$ cat src/hrp_pkg.sv
// hrp_pkg: shared constants and types for the host root port / chipset link
// assumes: one 25 MHz clock, transaction-level abstraction of both links
`default_nettype none
package hrp_pkg;
   localparam int ADDR_W       = 64;
   localparam int DATA_W       = 32;
   localparam int LIMIT_LSB    = 36;
   localparam int CFG_SPACE_B  = 4096;
   localparam logic [11:0] CFG_EXT_BASE = 12'h100;
   localparam int TRAIN_CYC    = 8;
   localparam logic [4:0] WIDTH_X16 = 5'h10;
   localparam logic [4:0] WIDTH_X8  = 5'h08;
   localparam logic [4:0] WIDTH_X4  = 5'h04;
   localparam logic [4:0] WIDTH_X2  = 5'h02;
   localparam logic [4:0] WIDTH_X1  = 5'h01;
   localparam logic [1:0] CS_LINK_RATE = 2'h1;
   localparam logic [4:0] CS_LINK_WIDTH = 5'h04;
   localparam logic [4:0] SERR_DEV  = 5'h00;

   typedef enum logic [1:0] {
      HRP_RATE_G1,
      HRP_RATE_G2,
      HRP_RATE_G3
   } hrp_rate_t;

   typedef enum logic [2:0] {
      HRP_TLP_MWR,
      HRP_TLP_MRD,
      HRP_TLP_CFG,
      HRP_TLP_VLW,
      HRP_TLP_RSTWARN,
      HRP_TLP_MSI
   } hrp_tlp_t;

   typedef enum logic [1:0] {
      HRP_CPL_SC,
      HRP_CPL_UR,
      HRP_CPL_CRS
   } hrp_cpl_t;

   typedef enum logic [1:0] {
      HRP_DST_CORE,
      HRP_DST_DRAM,
      HRP_DST_PEER
   } hrp_dst_t;
endpackage
`default_nettype wire

$ cat src/hrp_link_if.sv
// hrp_link_if: link between the processor end and the far end
// assumes: both ends clocked by core_clk_i; valid held until ready
`default_nettype none
interface hrp_link_if;
   // training
   logic [4:0]  far_width;
   logic [1:0]  far_rate;
   logic        link_up;
   logic [4:0]  neg_width;
   logic [1:0]  neg_rate;
   logic [15:0] rx_pol_inv;
   logic        lane_rev;
   // downstream request
   logic        dn_valid;
   logic        dn_ready;
   logic [2:0]  dn_type;
   logic [63:0] dn_addr;
   logic [31:0] dn_data;
   // downstream completion back up
   logic        cpl_valid;
   logic [1:0]  cpl_status;
   logic [31:0] cpl_data;
   // upstream request
   logic        up_valid;
   logic        up_ready;
   logic [2:0]  up_type;
   logic [63:0] up_addr;
   logic [31:0] up_data;
   logic        up_peer;
   // upstream answer
   logic        ur_valid;
   // sideband
   logic        serr;
   logic        smi;
   logic        sci;
   logic [4:0]  serr_dev;
   logic        hold_req;
   logic        hold_ack;

   modport proc (
      input  far_width, far_rate, dn_ready, cpl_valid, cpl_status, cpl_data,
             up_valid, up_type, up_addr, up_data, up_peer, hold_req,
      output link_up, neg_width, neg_rate, rx_pol_inv, lane_rev,
             dn_valid, dn_type, dn_addr, dn_data, up_ready, ur_valid,
             serr, smi, sci, serr_dev, hold_ack
   );
   modport far (
      output far_width, far_rate, dn_ready, cpl_valid, cpl_status, cpl_data,
             up_valid, up_type, up_addr, up_data, up_peer, hold_req,
      input  link_up, neg_width, neg_rate, rx_pol_inv, lane_rev,
             dn_valid, dn_type, dn_addr, dn_data, up_ready, ur_valid,
             serr, smi, sci, serr_dev, hold_ack
   );
endinterface
`default_nettype wire

$ cat src/hrp_proc_end.sv
// hrp_proc_end: processor end of a root port or chipset link
// assumes: far end joined through hrp_link_if.proc; core side is same-clock
//
// Behaviour
// RULE1: train x16, fall back to x8/x4/x2/x1
// RULE2: three rates chosen during training
// RULE3: 8b/10b low rates, 128b/130b top
// RULE4: 4 KB config space, extended from 100h
// RULE5: memory-mapped config becomes config cycle
// RULE6: software uses aligned 32-bit config accesses
// RULE7: downstream address bits 63:36 zero
// RULE8: upstream read above 64 GB gets UR
// RULE9: upstream write above 64 GB dropped
// RULE10: reissue config cycle on retry status
// RULE11: forward peer posted writes only, VC0
// RULE12: link trains by itself after reset
// RULE13: polarity inversion and static lane reversal (lane reversal forced off on the chipset link)
// RULE14: no hot-plug logic
// RULE15: chipset link x4 at gen2 only
// RULE16: core accepts only VLW, reset-warn, MSI
// RULE17: send SMI, SCI, SERR downstream
// RULE18: legacy hold request and acknowledge
// RULE19: link errors reported only as SERR
// RULE20: link SERR attributed to device 0
// RULE21: hub blocks retrain after link down
// RULE22: no completions upstream after link down
`default_nettype none
module hrp_proc_end #(
   parameter bit IS_CHIPSET = 1'b0
) (
   // clock and reset
   input  wire logic        core_clk_i,
   input  wire logic        rst_i,
   // link
   hrp_link_if.proc         lnk,
   // straps
   input  wire logic [15:0] pol_inv_i,
   input  wire logic        lane_rev_i,
   // core request
   input  wire logic        req_valid_i,
   input  wire logic        req_cfg_i,
   input  wire logic [63:0] req_addr_i,
   input  wire logic [31:0] req_data_i,
   output logic             req_ready_o,
   // core completion
   output logic             cpl_valid_o,
   output logic [1:0]       cpl_status_o,
   output logic [31:0]      cpl_data_o,
   // upstream delivery
   output logic             core_valid_o,
   output logic [2:0]       core_type_o,
   output logic [63:0]      core_addr_o,
   output logic [31:0]      core_data_o,
   output logic [1:0]       core_dst_o,
   // errors and sideband
   input  wire logic        smi_i,
   input  wire logic        sci_i,
   input  wire logic        link_err_i,
   input  wire logic        hold_grant_i,
   output logic             hold_req_o,
   output logic             link_down_o,
   output logic             coding_130_o
);
   typedef enum logic [1:0] {
      HRP_S_IDLE,
      HRP_S_SEND,
      HRP_S_WAIT
   } hrp_dn_state_t;

   hrp_dn_state_t st;
   logic          cfg_q;
   logic [63:0]   addr_q;
   logic [31:0]   data_q;
   logic          up_w;
   logic [4:0]    w_w;
   logic [1:0]    r_w;
   logic          dropped;
   logic          up_acc;
   logic          up_above;

   function automatic logic above_limit(input logic [63:0] a);
      above_limit = |a[63:hrp_pkg::LIMIT_LSB];
   endfunction

   // RULE15 chipset link offers x4 gen2, trained down to the far end's width and rate
   hrp_trainer u_train (
      .core_clk_i      (core_clk_i),
      .rst_i           (rst_i),
      .own_width_i     (IS_CHIPSET ? hrp_pkg::CS_LINK_WIDTH
                                   : hrp_pkg::WIDTH_X16),
      .own_rate_i      (IS_CHIPSET ? hrp_pkg::CS_LINK_RATE
                                   : 2'(hrp_pkg::HRP_RATE_G3)),
      .far_width_i     (lnk.far_width),
      .far_rate_i      (lnk.far_rate),
      .retrain_block_i (IS_CHIPSET),
      .drop_i          (link_err_i & IS_CHIPSET),
      .up_o            (up_w),
      .width_o         (w_w),
      .rate_o          (r_w)
   );

   // RULE13 polarity inversion, lane reversal in root port mode only
   always_ff @(posedge core_clk_i) begin
      if (rst_i) begin
         lnk.rx_pol_inv <= 16'h0000;
         lnk.lane_rev   <= 1'b0;
         lnk.link_up    <= 1'b0;
         lnk.neg_width  <= 5'h00;
         lnk.neg_rate   <= 2'h0;
         coding_130_o   <= 1'b0;
      end else begin
         lnk.rx_pol_inv <= pol_inv_i;
         lnk.lane_rev   <= lane_rev_i & ~IS_CHIPSET;
         lnk.link_up    <= up_w;
         lnk.neg_width  <= w_w;
         lnk.neg_rate   <= r_w;
         // RULE3 coding by rate
         coding_130_o   <= (r_w == 2'(hrp_pkg::HRP_RATE_G3));
      end
   end

   // RULE22 link down is sticky
   always_ff @(posedge core_clk_i) begin
      if (rst_i) begin
         dropped <= 1'b0;
      end else if (IS_CHIPSET && lnk.link_up && !up_w) begin
         dropped <= 1'b1;
      end
   end
   assign link_down_o = dropped;

   // RULE5 RULE10 downstream request engine
   always_ff @(posedge core_clk_i) begin
      if (rst_i) begin
         st          <= HRP_S_IDLE;
         cfg_q       <= 1'b0;
         addr_q      <= 64'h0;
         data_q      <= 32'h0;
         req_ready_o <= 1'b0;
         cpl_valid_o <= 1'b0;
         cpl_status_o <= 2'h0;
         cpl_data_o  <= 32'h0;
      end else begin
         req_ready_o <= 1'b0;
         cpl_valid_o <= 1'b0;
         unique case (st)
            HRP_S_IDLE: begin
               if (req_valid_i && lnk.link_up && !req_ready_o) begin
                  req_ready_o <= 1'b1;
                  cfg_q       <= req_cfg_i;
                  // RULE7 clear bits 63:36
                  addr_q      <= {28'h0, req_addr_i[35:0]};
                  data_q      <= req_data_i;
                  st          <= HRP_S_SEND;
               end
            end
            HRP_S_SEND: begin
               if (lnk.dn_ready) begin
                  st <= cfg_q ? HRP_S_WAIT : HRP_S_IDLE;
               end
            end
            HRP_S_WAIT: begin
               if (lnk.cpl_valid) begin
                  // RULE10 retry on CRS
                  if (lnk.cpl_status == 2'(hrp_pkg::HRP_CPL_CRS)) begin
                     st <= HRP_S_SEND;
                  // RULE22 no completion after drop
                  end else begin
                     cpl_valid_o  <= ~dropped;
                     cpl_status_o <= lnk.cpl_status;
                     cpl_data_o   <= lnk.cpl_data;
                     st           <= HRP_S_IDLE;
                  end
               end
            end
            default: st <= HRP_S_IDLE;
         endcase
      end
   end

   // RULE4 config offset within 4 KB
   always_comb begin
      lnk.dn_valid = (st == HRP_S_SEND);
      lnk.dn_type  = cfg_q ? 3'(hrp_pkg::HRP_TLP_CFG)
                           : 3'(hrp_pkg::HRP_TLP_MWR);
      lnk.dn_addr  = cfg_q ? {52'h0, addr_q[11:0]} : addr_q;
      lnk.dn_data  = data_q;
   end

   // RULE14 no hot-plug: no presence or slot event logic
   // RULE8 RULE9 RULE11 RULE16 upstream filter
   assign up_above = above_limit(lnk.up_addr);
   always_comb begin
      up_acc = 1'b0;
      if (lnk.up_peer) begin
         up_acc = (lnk.up_type == 3'(hrp_pkg::HRP_TLP_MWR));
      end else if (lnk.up_type == 3'(hrp_pkg::HRP_TLP_MWR) ||
                   lnk.up_type == 3'(hrp_pkg::HRP_TLP_MRD)) begin
         up_acc = ~up_above;
      end else begin
         up_acc = IS_CHIPSET &&
                  (lnk.up_type == 3'(hrp_pkg::HRP_TLP_VLW) ||
                   lnk.up_type == 3'(hrp_pkg::HRP_TLP_RSTWARN) ||
                   lnk.up_type == 3'(hrp_pkg::HRP_TLP_MSI));
      end
   end

   always_ff @(posedge core_clk_i) begin
      if (rst_i) begin
         lnk.up_ready <= 1'b0;
         lnk.ur_valid <= 1'b0;
         core_valid_o <= 1'b0;
         core_type_o  <= 3'h0;
         core_addr_o  <= 64'h0;
         core_data_o  <= 32'h0;
         core_dst_o   <= 2'h0;
      end else begin
         lnk.up_ready <= lnk.up_valid & ~lnk.up_ready;
         core_valid_o <= 1'b0;
         lnk.ur_valid <= 1'b0;
         if (lnk.up_valid && !lnk.up_ready) begin
            core_valid_o <= up_acc;
            // RULE8 UR for high reads
            lnk.ur_valid <= ~lnk.up_peer & up_above &
                            (lnk.up_type == 3'(hrp_pkg::HRP_TLP_MRD));
            core_type_o  <= lnk.up_type;
            core_addr_o  <= lnk.up_addr;
            core_data_o  <= lnk.up_data;
            core_dst_o   <= lnk.up_peer ? 2'(hrp_pkg::HRP_DST_PEER) :
                            (lnk.up_type == 3'(hrp_pkg::HRP_TLP_MWR) ||
                             lnk.up_type == 3'(hrp_pkg::HRP_TLP_MRD)) ?
                            2'(hrp_pkg::HRP_DST_DRAM) :
                            2'(hrp_pkg::HRP_DST_CORE);
         end
      end
   end

   // RULE17 RULE19 RULE20 error sideband
   always_ff @(posedge core_clk_i) begin
      if (rst_i) begin
         lnk.serr     <= 1'b0;
         lnk.smi      <= 1'b0;
         lnk.sci      <= 1'b0;
         lnk.serr_dev <= 5'h00;
      end else begin
         lnk.serr     <= IS_CHIPSET & link_err_i;
         lnk.smi      <= IS_CHIPSET & smi_i;
         lnk.sci      <= IS_CHIPSET & sci_i;
         lnk.serr_dev <= hrp_pkg::SERR_DEV;
      end
   end

   // RULE18 hold handshake
   always_ff @(posedge core_clk_i) begin
      if (rst_i) begin
         hold_req_o   <= 1'b0;
         lnk.hold_ack <= 1'b0;
      end else begin
         hold_req_o   <= IS_CHIPSET & lnk.hold_req;
         lnk.hold_ack <= IS_CHIPSET & lnk.hold_req & hold_grant_i;
      end
   end
endmodule
`default_nettype wire

$ cat src/hrp_trainer.sv
// hrp_trainer: negotiates width and rate after reset
// assumes: far capabilities are stable logic on the same clock
`default_nettype none
module hrp_trainer (
   // clock and reset
   input  wire logic       core_clk_i,
   input  wire logic       rst_i,
   // capabilities
   input  wire logic [4:0] own_width_i,
   input  wire logic [1:0] own_rate_i,
   input  wire logic [4:0] far_width_i,
   input  wire logic [1:0] far_rate_i,
   input  wire logic       retrain_block_i,
   input  wire logic       drop_i,
   // result
   output logic            up_o,
   output logic [4:0]      width_o,
   output logic [1:0]      rate_o
);
   logic [3:0] cnt;
   logic       was_up;

   function automatic logic [4:0] pick_width(input logic [4:0] a,
                                             input logic [4:0] b);
      logic [4:0] m;
      m = (a < b) ? a : b;
      if (m >= hrp_pkg::WIDTH_X16)     pick_width = hrp_pkg::WIDTH_X16;
      else if (m >= hrp_pkg::WIDTH_X8) pick_width = hrp_pkg::WIDTH_X8;
      else if (m >= hrp_pkg::WIDTH_X4) pick_width = hrp_pkg::WIDTH_X4;
      else if (m >= hrp_pkg::WIDTH_X2) pick_width = hrp_pkg::WIDTH_X2;
      else                             pick_width = hrp_pkg::WIDTH_X1;
   endfunction

   // RULE12 train out of reset
   always_ff @(posedge core_clk_i) begin
      if (rst_i) begin
         cnt    <= 4'h0;
         up_o   <= 1'b0;
         was_up <= 1'b0;
      end else if (drop_i) begin
         up_o   <= 1'b0;
         cnt    <= 4'h0;
      end else if (!up_o && !(was_up && retrain_block_i)) begin
         if (cnt == 4'(hrp_pkg::TRAIN_CYC - 1)) begin
            up_o   <= 1'b1;
            was_up <= 1'b1;
         end else begin
            cnt <= cnt + 4'h1;
         end
      end
   end

   // RULE1 RULE2 width and rate
   always_ff @(posedge core_clk_i) begin
      if (rst_i) begin
         width_o <= 5'h00;
         rate_o  <= 2'h0;
      end else if (!up_o) begin
         width_o <= pick_width(own_width_i, far_width_i);
         rate_o  <= (own_rate_i < far_rate_i) ? own_rate_i : far_rate_i;
      end
   end
endmodule
`default_nettype wire

$ cat src/flat_wrapper.sv
// flat-port wrapper written by rule: the top's interface ports become plain ports
module hrp_proc_end_flat 
#(
   parameter bit IS_CHIPSET = 1'b0
)
  (core_clk_i, rst_i, pol_inv_i, lane_rev_i, req_valid_i, req_cfg_i, req_addr_i, req_data_i, req_ready_o, cpl_valid_o, cpl_status_o, cpl_data_o, core_valid_o, core_type_o, core_addr_o, core_data_o, core_dst_o, smi_i, sci_i, link_err_i, hold_grant_i, hold_req_o, link_down_o, coding_130_o, lnk_far_width, lnk_far_rate, lnk_dn_ready, lnk_cpl_valid, lnk_cpl_status, lnk_cpl_data, lnk_up_valid, lnk_up_type, lnk_up_addr, lnk_up_data, lnk_up_peer, lnk_hold_req, lnk_link_up, lnk_neg_width, lnk_neg_rate, lnk_rx_pol_inv, lnk_lane_rev, lnk_dn_valid, lnk_dn_type, lnk_dn_addr, lnk_dn_data, lnk_up_ready, lnk_ur_valid, lnk_serr, lnk_smi, lnk_sci, lnk_serr_dev, lnk_hold_ack);
  hrp_link_if lnk_i ();
  input  wire logic core_clk_i;
  input  wire logic rst_i;
  input  wire logic [15:0] pol_inv_i;
  input  wire logic lane_rev_i;
  input  wire logic req_valid_i;
  input  wire logic req_cfg_i;
  input  wire logic [63:0] req_addr_i;
  input  wire logic [31:0] req_data_i;
  output logic req_ready_o;
  output logic cpl_valid_o;
  output logic [1:0] cpl_status_o;
  output logic [31:0] cpl_data_o;
  output logic core_valid_o;
  output logic [2:0] core_type_o;
  output logic [63:0] core_addr_o;
  output logic [31:0] core_data_o;
  output logic [1:0] core_dst_o;
  input  wire logic smi_i;
  input  wire logic sci_i;
  input  wire logic link_err_i;
  input  wire logic hold_grant_i;
  output logic hold_req_o;
  output logic link_down_o;
  output logic coding_130_o;
  input wire logic [$bits(lnk_i.far_width)-1:0] lnk_far_width;
  input wire logic [$bits(lnk_i.far_rate)-1:0] lnk_far_rate;
  input wire logic [$bits(lnk_i.dn_ready)-1:0] lnk_dn_ready;
  input wire logic [$bits(lnk_i.cpl_valid)-1:0] lnk_cpl_valid;
  input wire logic [$bits(lnk_i.cpl_status)-1:0] lnk_cpl_status;
  input wire logic [$bits(lnk_i.cpl_data)-1:0] lnk_cpl_data;
  input wire logic [$bits(lnk_i.up_valid)-1:0] lnk_up_valid;
  input wire logic [$bits(lnk_i.up_type)-1:0] lnk_up_type;
  input wire logic [$bits(lnk_i.up_addr)-1:0] lnk_up_addr;
  input wire logic [$bits(lnk_i.up_data)-1:0] lnk_up_data;
  input wire logic [$bits(lnk_i.up_peer)-1:0] lnk_up_peer;
  input wire logic [$bits(lnk_i.hold_req)-1:0] lnk_hold_req;
  output wire logic [$bits(lnk_i.link_up)-1:0] lnk_link_up;
  output wire logic [$bits(lnk_i.neg_width)-1:0] lnk_neg_width;
  output wire logic [$bits(lnk_i.neg_rate)-1:0] lnk_neg_rate;
  output wire logic [$bits(lnk_i.rx_pol_inv)-1:0] lnk_rx_pol_inv;
  output wire logic [$bits(lnk_i.lane_rev)-1:0] lnk_lane_rev;
  output wire logic [$bits(lnk_i.dn_valid)-1:0] lnk_dn_valid;
  output wire logic [$bits(lnk_i.dn_type)-1:0] lnk_dn_type;
  output wire logic [$bits(lnk_i.dn_addr)-1:0] lnk_dn_addr;
  output wire logic [$bits(lnk_i.dn_data)-1:0] lnk_dn_data;
  output wire logic [$bits(lnk_i.up_ready)-1:0] lnk_up_ready;
  output wire logic [$bits(lnk_i.ur_valid)-1:0] lnk_ur_valid;
  output wire logic [$bits(lnk_i.serr)-1:0] lnk_serr;
  output wire logic [$bits(lnk_i.smi)-1:0] lnk_smi;
  output wire logic [$bits(lnk_i.sci)-1:0] lnk_sci;
  output wire logic [$bits(lnk_i.serr_dev)-1:0] lnk_serr_dev;
  output wire logic [$bits(lnk_i.hold_ack)-1:0] lnk_hold_ack;
  assign lnk_i.far_width = lnk_far_width;
  assign lnk_i.far_rate = lnk_far_rate;
  assign lnk_i.dn_ready = lnk_dn_ready;
  assign lnk_i.cpl_valid = lnk_cpl_valid;
  assign lnk_i.cpl_status = lnk_cpl_status;
  assign lnk_i.cpl_data = lnk_cpl_data;
  assign lnk_i.up_valid = lnk_up_valid;
  assign lnk_i.up_type = lnk_up_type;
  assign lnk_i.up_addr = lnk_up_addr;
  assign lnk_i.up_data = lnk_up_data;
  assign lnk_i.up_peer = lnk_up_peer;
  assign lnk_i.hold_req = lnk_hold_req;
  assign lnk_link_up = lnk_i.link_up;
  assign lnk_neg_width = lnk_i.neg_width;
  assign lnk_neg_rate = lnk_i.neg_rate;
  assign lnk_rx_pol_inv = lnk_i.rx_pol_inv;
  assign lnk_lane_rev = lnk_i.lane_rev;
  assign lnk_dn_valid = lnk_i.dn_valid;
  assign lnk_dn_type = lnk_i.dn_type;
  assign lnk_dn_addr = lnk_i.dn_addr;
  assign lnk_dn_data = lnk_i.dn_data;
  assign lnk_up_ready = lnk_i.up_ready;
  assign lnk_ur_valid = lnk_i.ur_valid;
  assign lnk_serr = lnk_i.serr;
  assign lnk_smi = lnk_i.smi;
  assign lnk_sci = lnk_i.sci;
  assign lnk_serr_dev = lnk_i.serr_dev;
  assign lnk_hold_ack = lnk_i.hold_ack;
  hrp_proc_end #(.IS_CHIPSET(IS_CHIPSET)) u_core (.core_clk_i(core_clk_i), .rst_i(rst_i), .lnk(lnk_i), .pol_inv_i(pol_inv_i), .lane_rev_i(lane_rev_i), .req_valid_i(req_valid_i), .req_cfg_i(req_cfg_i), .req_addr_i(req_addr_i), .req_data_i(req_data_i), .req_ready_o(req_ready_o), .cpl_valid_o(cpl_valid_o), .cpl_status_o(cpl_status_o), .cpl_data_o(cpl_data_o), .core_valid_o(core_valid_o), .core_type_o(core_type_o), .core_addr_o(core_addr_o), .core_data_o(core_data_o), .core_dst_o(core_dst_o), .smi_i(smi_i), .sci_i(sci_i), .link_err_i(link_err_i), .hold_grant_i(hold_grant_i), .hold_req_o(hold_req_o), .link_down_o(link_down_o), .coding_130_o(coding_130_o));
endmodule
$ cat config.mk
export PLATFORM = sky130hd
export DESIGN_NAME = hrp_proc_end_flat
export DESIGN_NICKNAME = d
export VERILOG_FILES = /design/src/hrp_pkg.sv /design/src/hrp_link_if.sv /design/src/hrp_proc_end.sv /design/src/hrp_trainer.sv /design/src/flat_wrapper.sv
export SDC_FILE = /design/constraint.sdc
export NUM_CORES = 1
export LEC_CHECK = 0
export BUFFER_PORTS_ARGS = -buffer_cell sky130_fd_sc_hd__buf_2
export CAP_MARGIN = 20
export CORE_AREA = 2 2 212 214
export DETAILED_ROUTE_END_ITERATION = 10
export DIE_AREA = 0 0 214 216
export GPL_ROUTABILITY_DRIVEN = 0
export PLACE_DENSITY = 0.5
export REMOVE_ABC_BUFFERS = 1
export SKIP_CTS_REPAIR_TIMING = 1
export SYNTH_ARGS = -nofsm -noshare
export SYNTH_HDL_FRONTEND = slang
export SYNTH_SLANG_ARGS = --single-unit
$ cat constraint.sdc
create_clock -name core_clk_i -period 1.44 [get_ports core_clk_i]
set_clock_uncertainty 0.1 [all_clocks]
set_input_delay 0.072 -clock core_clk_i [delete_from_list [all_inputs] [get_ports core_clk_i]]
set_output_delay 0.072 -clock core_clk_i [all_outputs]
set_load 0.01 [all_outputs]
==> flow_summary.json <==
{
  "grt_max_degree": 73,
  "die_w_um": 214,
  "syn_area_per_cell_sq_um": 9.64,
  "synth.area.top_cells": "dfxtp_1 (58%), a22o_1 (10%), nand2_1 (9.0%)",
  "setup_slack_ps": -194,
  "synth_area_leader_cell": "dfxtp_1",
  "syn_area_sq_um": 8660,
  "placedCellCount": 1934,
  "leakage_nw": 7.05,
  "nNetsFinal": 1875,
  "violations": "hold timing, setup timing",
  "worstSetupEndpointType": "register",
  "track_usage": 0.117,
  "finalCritPeriodShare": 1.13,
  "rsz0062_at_grt": "true",
  "io_buffers": 467,
  "maxSlewViolCount": 0,
  "critPathRequiredTime_ps": 1810,
  "power_mw": 16.3,
  "crit_type": "register to register",
  "ir_drop_uv": 723,
  "cts_max_level": 1,
  "grt_pass1_wl_um": 43900,
  "crit_arrival_ps": 2000,
  "powerDensity_nw_per_um2": 1060,
  "ys_ff_latch": 249,
  "detail-route-antenna-nets": 0,
  "overflow": 0,
  "syn_to_final_growth_pct": 77.0,
  "antenna_found_initial": 1,
  "rrSetupSlack_ps": -190,
  "wl_per_cell_um": 14.4,
  "synth.distinct_cells": 39,
  "hold_viol_final": 5,
  "ys_seq_area_frac": 0.575,
  "crit_end": "u_core.cpl_data_o[15]$_SDFFE_PP0P_",
  "cts.path.max_buffers": 3,
  "synth.top_cell.area_share": 0.575,
  "crit_fanout": 6,
  "finalCriticalPeriod_ps": 1630,
  "syn_inst": 899,
  "start_util": 0.198,
  "r2r-start": "u_core.st[0]$_SDFFE_PP0P_",
  "drive_gt1_frac": 0.379,
  "nFillCells": 4419,
  "hpwl_um": 21800,
  "cts_sinks": 249,
  "worstReg2RegEnd": "u_core.cpl_data_o[15]$_SDFFE_PP0P_",
  "vias_per_cell": 4.02,
  "synth_warnings": 0,
  "ios": 543,
  "drtPass1Iterations": 5,
  "r2r_cells": 7,
  "setup_viol": 130,
  "cts_tree": "built",
  "fp.coreArea_sq_um": 43800,
  "drt_iter0_drc": 401,
  "regArea_sq_um": 4990,
  "drv_cap": 0,
  "crit_path_start_kind": "register",
  "final_cells": 2222,
  "num_vias": 8933,
  "drc": 0,
  "antenna_cells": 0,
  "hold_ws_ps": -341,
  "critical_path.startpoint": "u_core.st[0]$_SDFFE_PP0P_",
  "drt-total-wl_um": 32100,
  "dieArea_sq_um": 46200,
  "cts_root_buffer": "clkbuf_16",
  "multi_input_area_sq_um": 3260,
  "status": "finished, violations left",
  "cts.clk_slew.worst_paths_ps": 60,
  "setup_tns_ps": -10930,
  "grt_pass1_vias": 7882,
  "clock_latency_ps": 550,
  "max_freq_mhz": 612,
  "hold_path_class": "primary input to register",
  "fp-row-count": 77,
  "cts_buffers": 28,
  "fp.dieH_um": 216
}
-- metal layers --
layer  routed length, um  GRT usage
met5                   7          0
met4                 912     0.0450
met3                2590     0.0441
met2               15800      0.200
met1               12700      0.133
-- registers in the layout (all words and copies together), names as in the netlist, 3 cells and up --
register and flops:
u_core.addr_q 36, u_core.core_addr_o 64, u_core.core_data_o 32, u_core.core_type_o 3, u_core.cpl_data_o 32, u_core.lnk.dn_data 32, u_core.lnk.neg_width 5, u_core.lnk.rx_pol_inv 16
u_core.u_train.cnt 4, u_core.u_train.width_o 5
-- power by group --
group / switching (mW) / internal (mW) / leakage [nW] / total, mW
Combinational: 0.772 / 1.03 / 4.56 / 1.81
Sequential: 0.118 / 7.12 / 2.03 / 7.24
Clock: 2.85 / 4.37 / 0.459 / 7.22
Total: 3.74 / 12.5 / 7.05 / 16.3
-- synth_stat cells (all sizes together) --
cell type	number
nor2	15
or2	1
nand3	1
o21ba	1
dfxtp	249
or3	1
buf	86
nor3b	3
nor4	8
nand4	1
or4	3
nor4b	1
o311a	1
xnor2	1
a31oi	2
a22oi	2
or2b	1
ha	1
nand2b	4
o31ai	1
o21ai	2
a22o	100
nand3b	2
mux2i	3
clkbuf	31
a21oi	113
nand2	208
inv	4
nor2b	51
conb	1
a21o	1
-- logic make-up (layout without fill, tap and decap cells) --
logic type,after synthesis,in the layout,synth area share
other,1,41,0.000433
flip-flops,249,249,0.575
adder cells (fa/ha/maj),1,1,0.00144
XOR/XNOR,1,1,0.00101
multiplexers,3,3,0.00347
AND/OR/NAND/NOR,300,300,0.157
AO/OA/AOI/OAI,223,223,0.176
buffers and inverters,121,812,0.0859
-- how the worst min path moves through the flow --
stage | from | endpoint | slack [ps] | depth (start not counted)
global placement | pol_inv_i[1] | u_core.lnk.rx_pol_inv[1]$_SDFF_PP0_ | 180 | 2
global route | lnk_up_addr[44] | u_core.core_addr_o[44]$_SDFFE_PP0P_ | -360 | 2
CTS | lnk_up_addr[10] | u_core.core_addr_o[10]$_SDFFE_PP0P_ | -420 | 2
detailed placement | lnk_up_data[3] | u_core.core_data_o[3]$_SDFFE_PP0P_ | 190 | 2
finish | lnk_up_addr[37] | u_core.core_addr_o[37]$_SDFFE_PP0P_ | -340 | 2
floorplan | rst_i | u_core.addr_q[0]$_SDFFE_PP0P_ | 40 | 1
-- worst max-delay path, cell delays in order (launching register included) --
cell and delay, ps:
dfxtp_2 320, buf_6 120, nand3b_1 270, a21oi_4 200, buf_12 150, clkbuf_16 140, nand2_1 70, a21oi_1 180
-- cells in the final DEF, fill, tap and decap left out, types with 2 or more instances in the layout --
cell,count
nand2_1,202
nor2b_1,39
bufinv_16,2
clkbuf_16,32
nand2b_1,4
dfxtp_1,247
nand3b_1,2
nand2_2,4
dfxtp_2,2
nand2_4,2
a22o_1,99
buf_4,37
a22oi_1,2
dlygate4sd3_1,228
nor4_1,6
clkbuf_1,11
buf_2,464
or4_4,3
a21oi_2,17
nor2b_4,4
inv_6,2
mux2i_1,3
nor2_1,15
inv_1,4
a21oi_1,94
conb_1,41
buf_6,4
clkinv_2,2
a21oi_4,2
buf_12,19
nor3b_1,2
o21ai_0,2
nor2b_2,8
clkbuf_8,6
-- metrics by stage --
| stage | cell area, sq um | util | hold WS, ps | setup WS (ps) |
|---|---|---|---|---|
| 2_1_floorplan | 8080 | - | 41.1 | -5230 |
| 3_5_place_dp | 11800 | 0.269 | 187 | -257 |
| 3_3_place_gp | 11800 | 0.269 | 180 | -248 |
| 6_report | 15300 | 0.350 | -341 | -194 |
| 4_1_cts | 12700 | 0.290 | -416 | -271 |
| 5_1_grt | 15300 | 0.350 | -364 | -268 |
-- layout make-up --
class | instances | share of cell area
multi-input cells | 569 | 0.212
clock buffers | 46 | 0.0554
inverters | 4 | 0.000979
flip-flops and latches | 249 | 0.325
well taps | 592 | 0.0483
clock inverters | 6 | 0.00571
repair buffers | 756 | 0.352
Note: power is estimated with default switching activity, not from simulation.
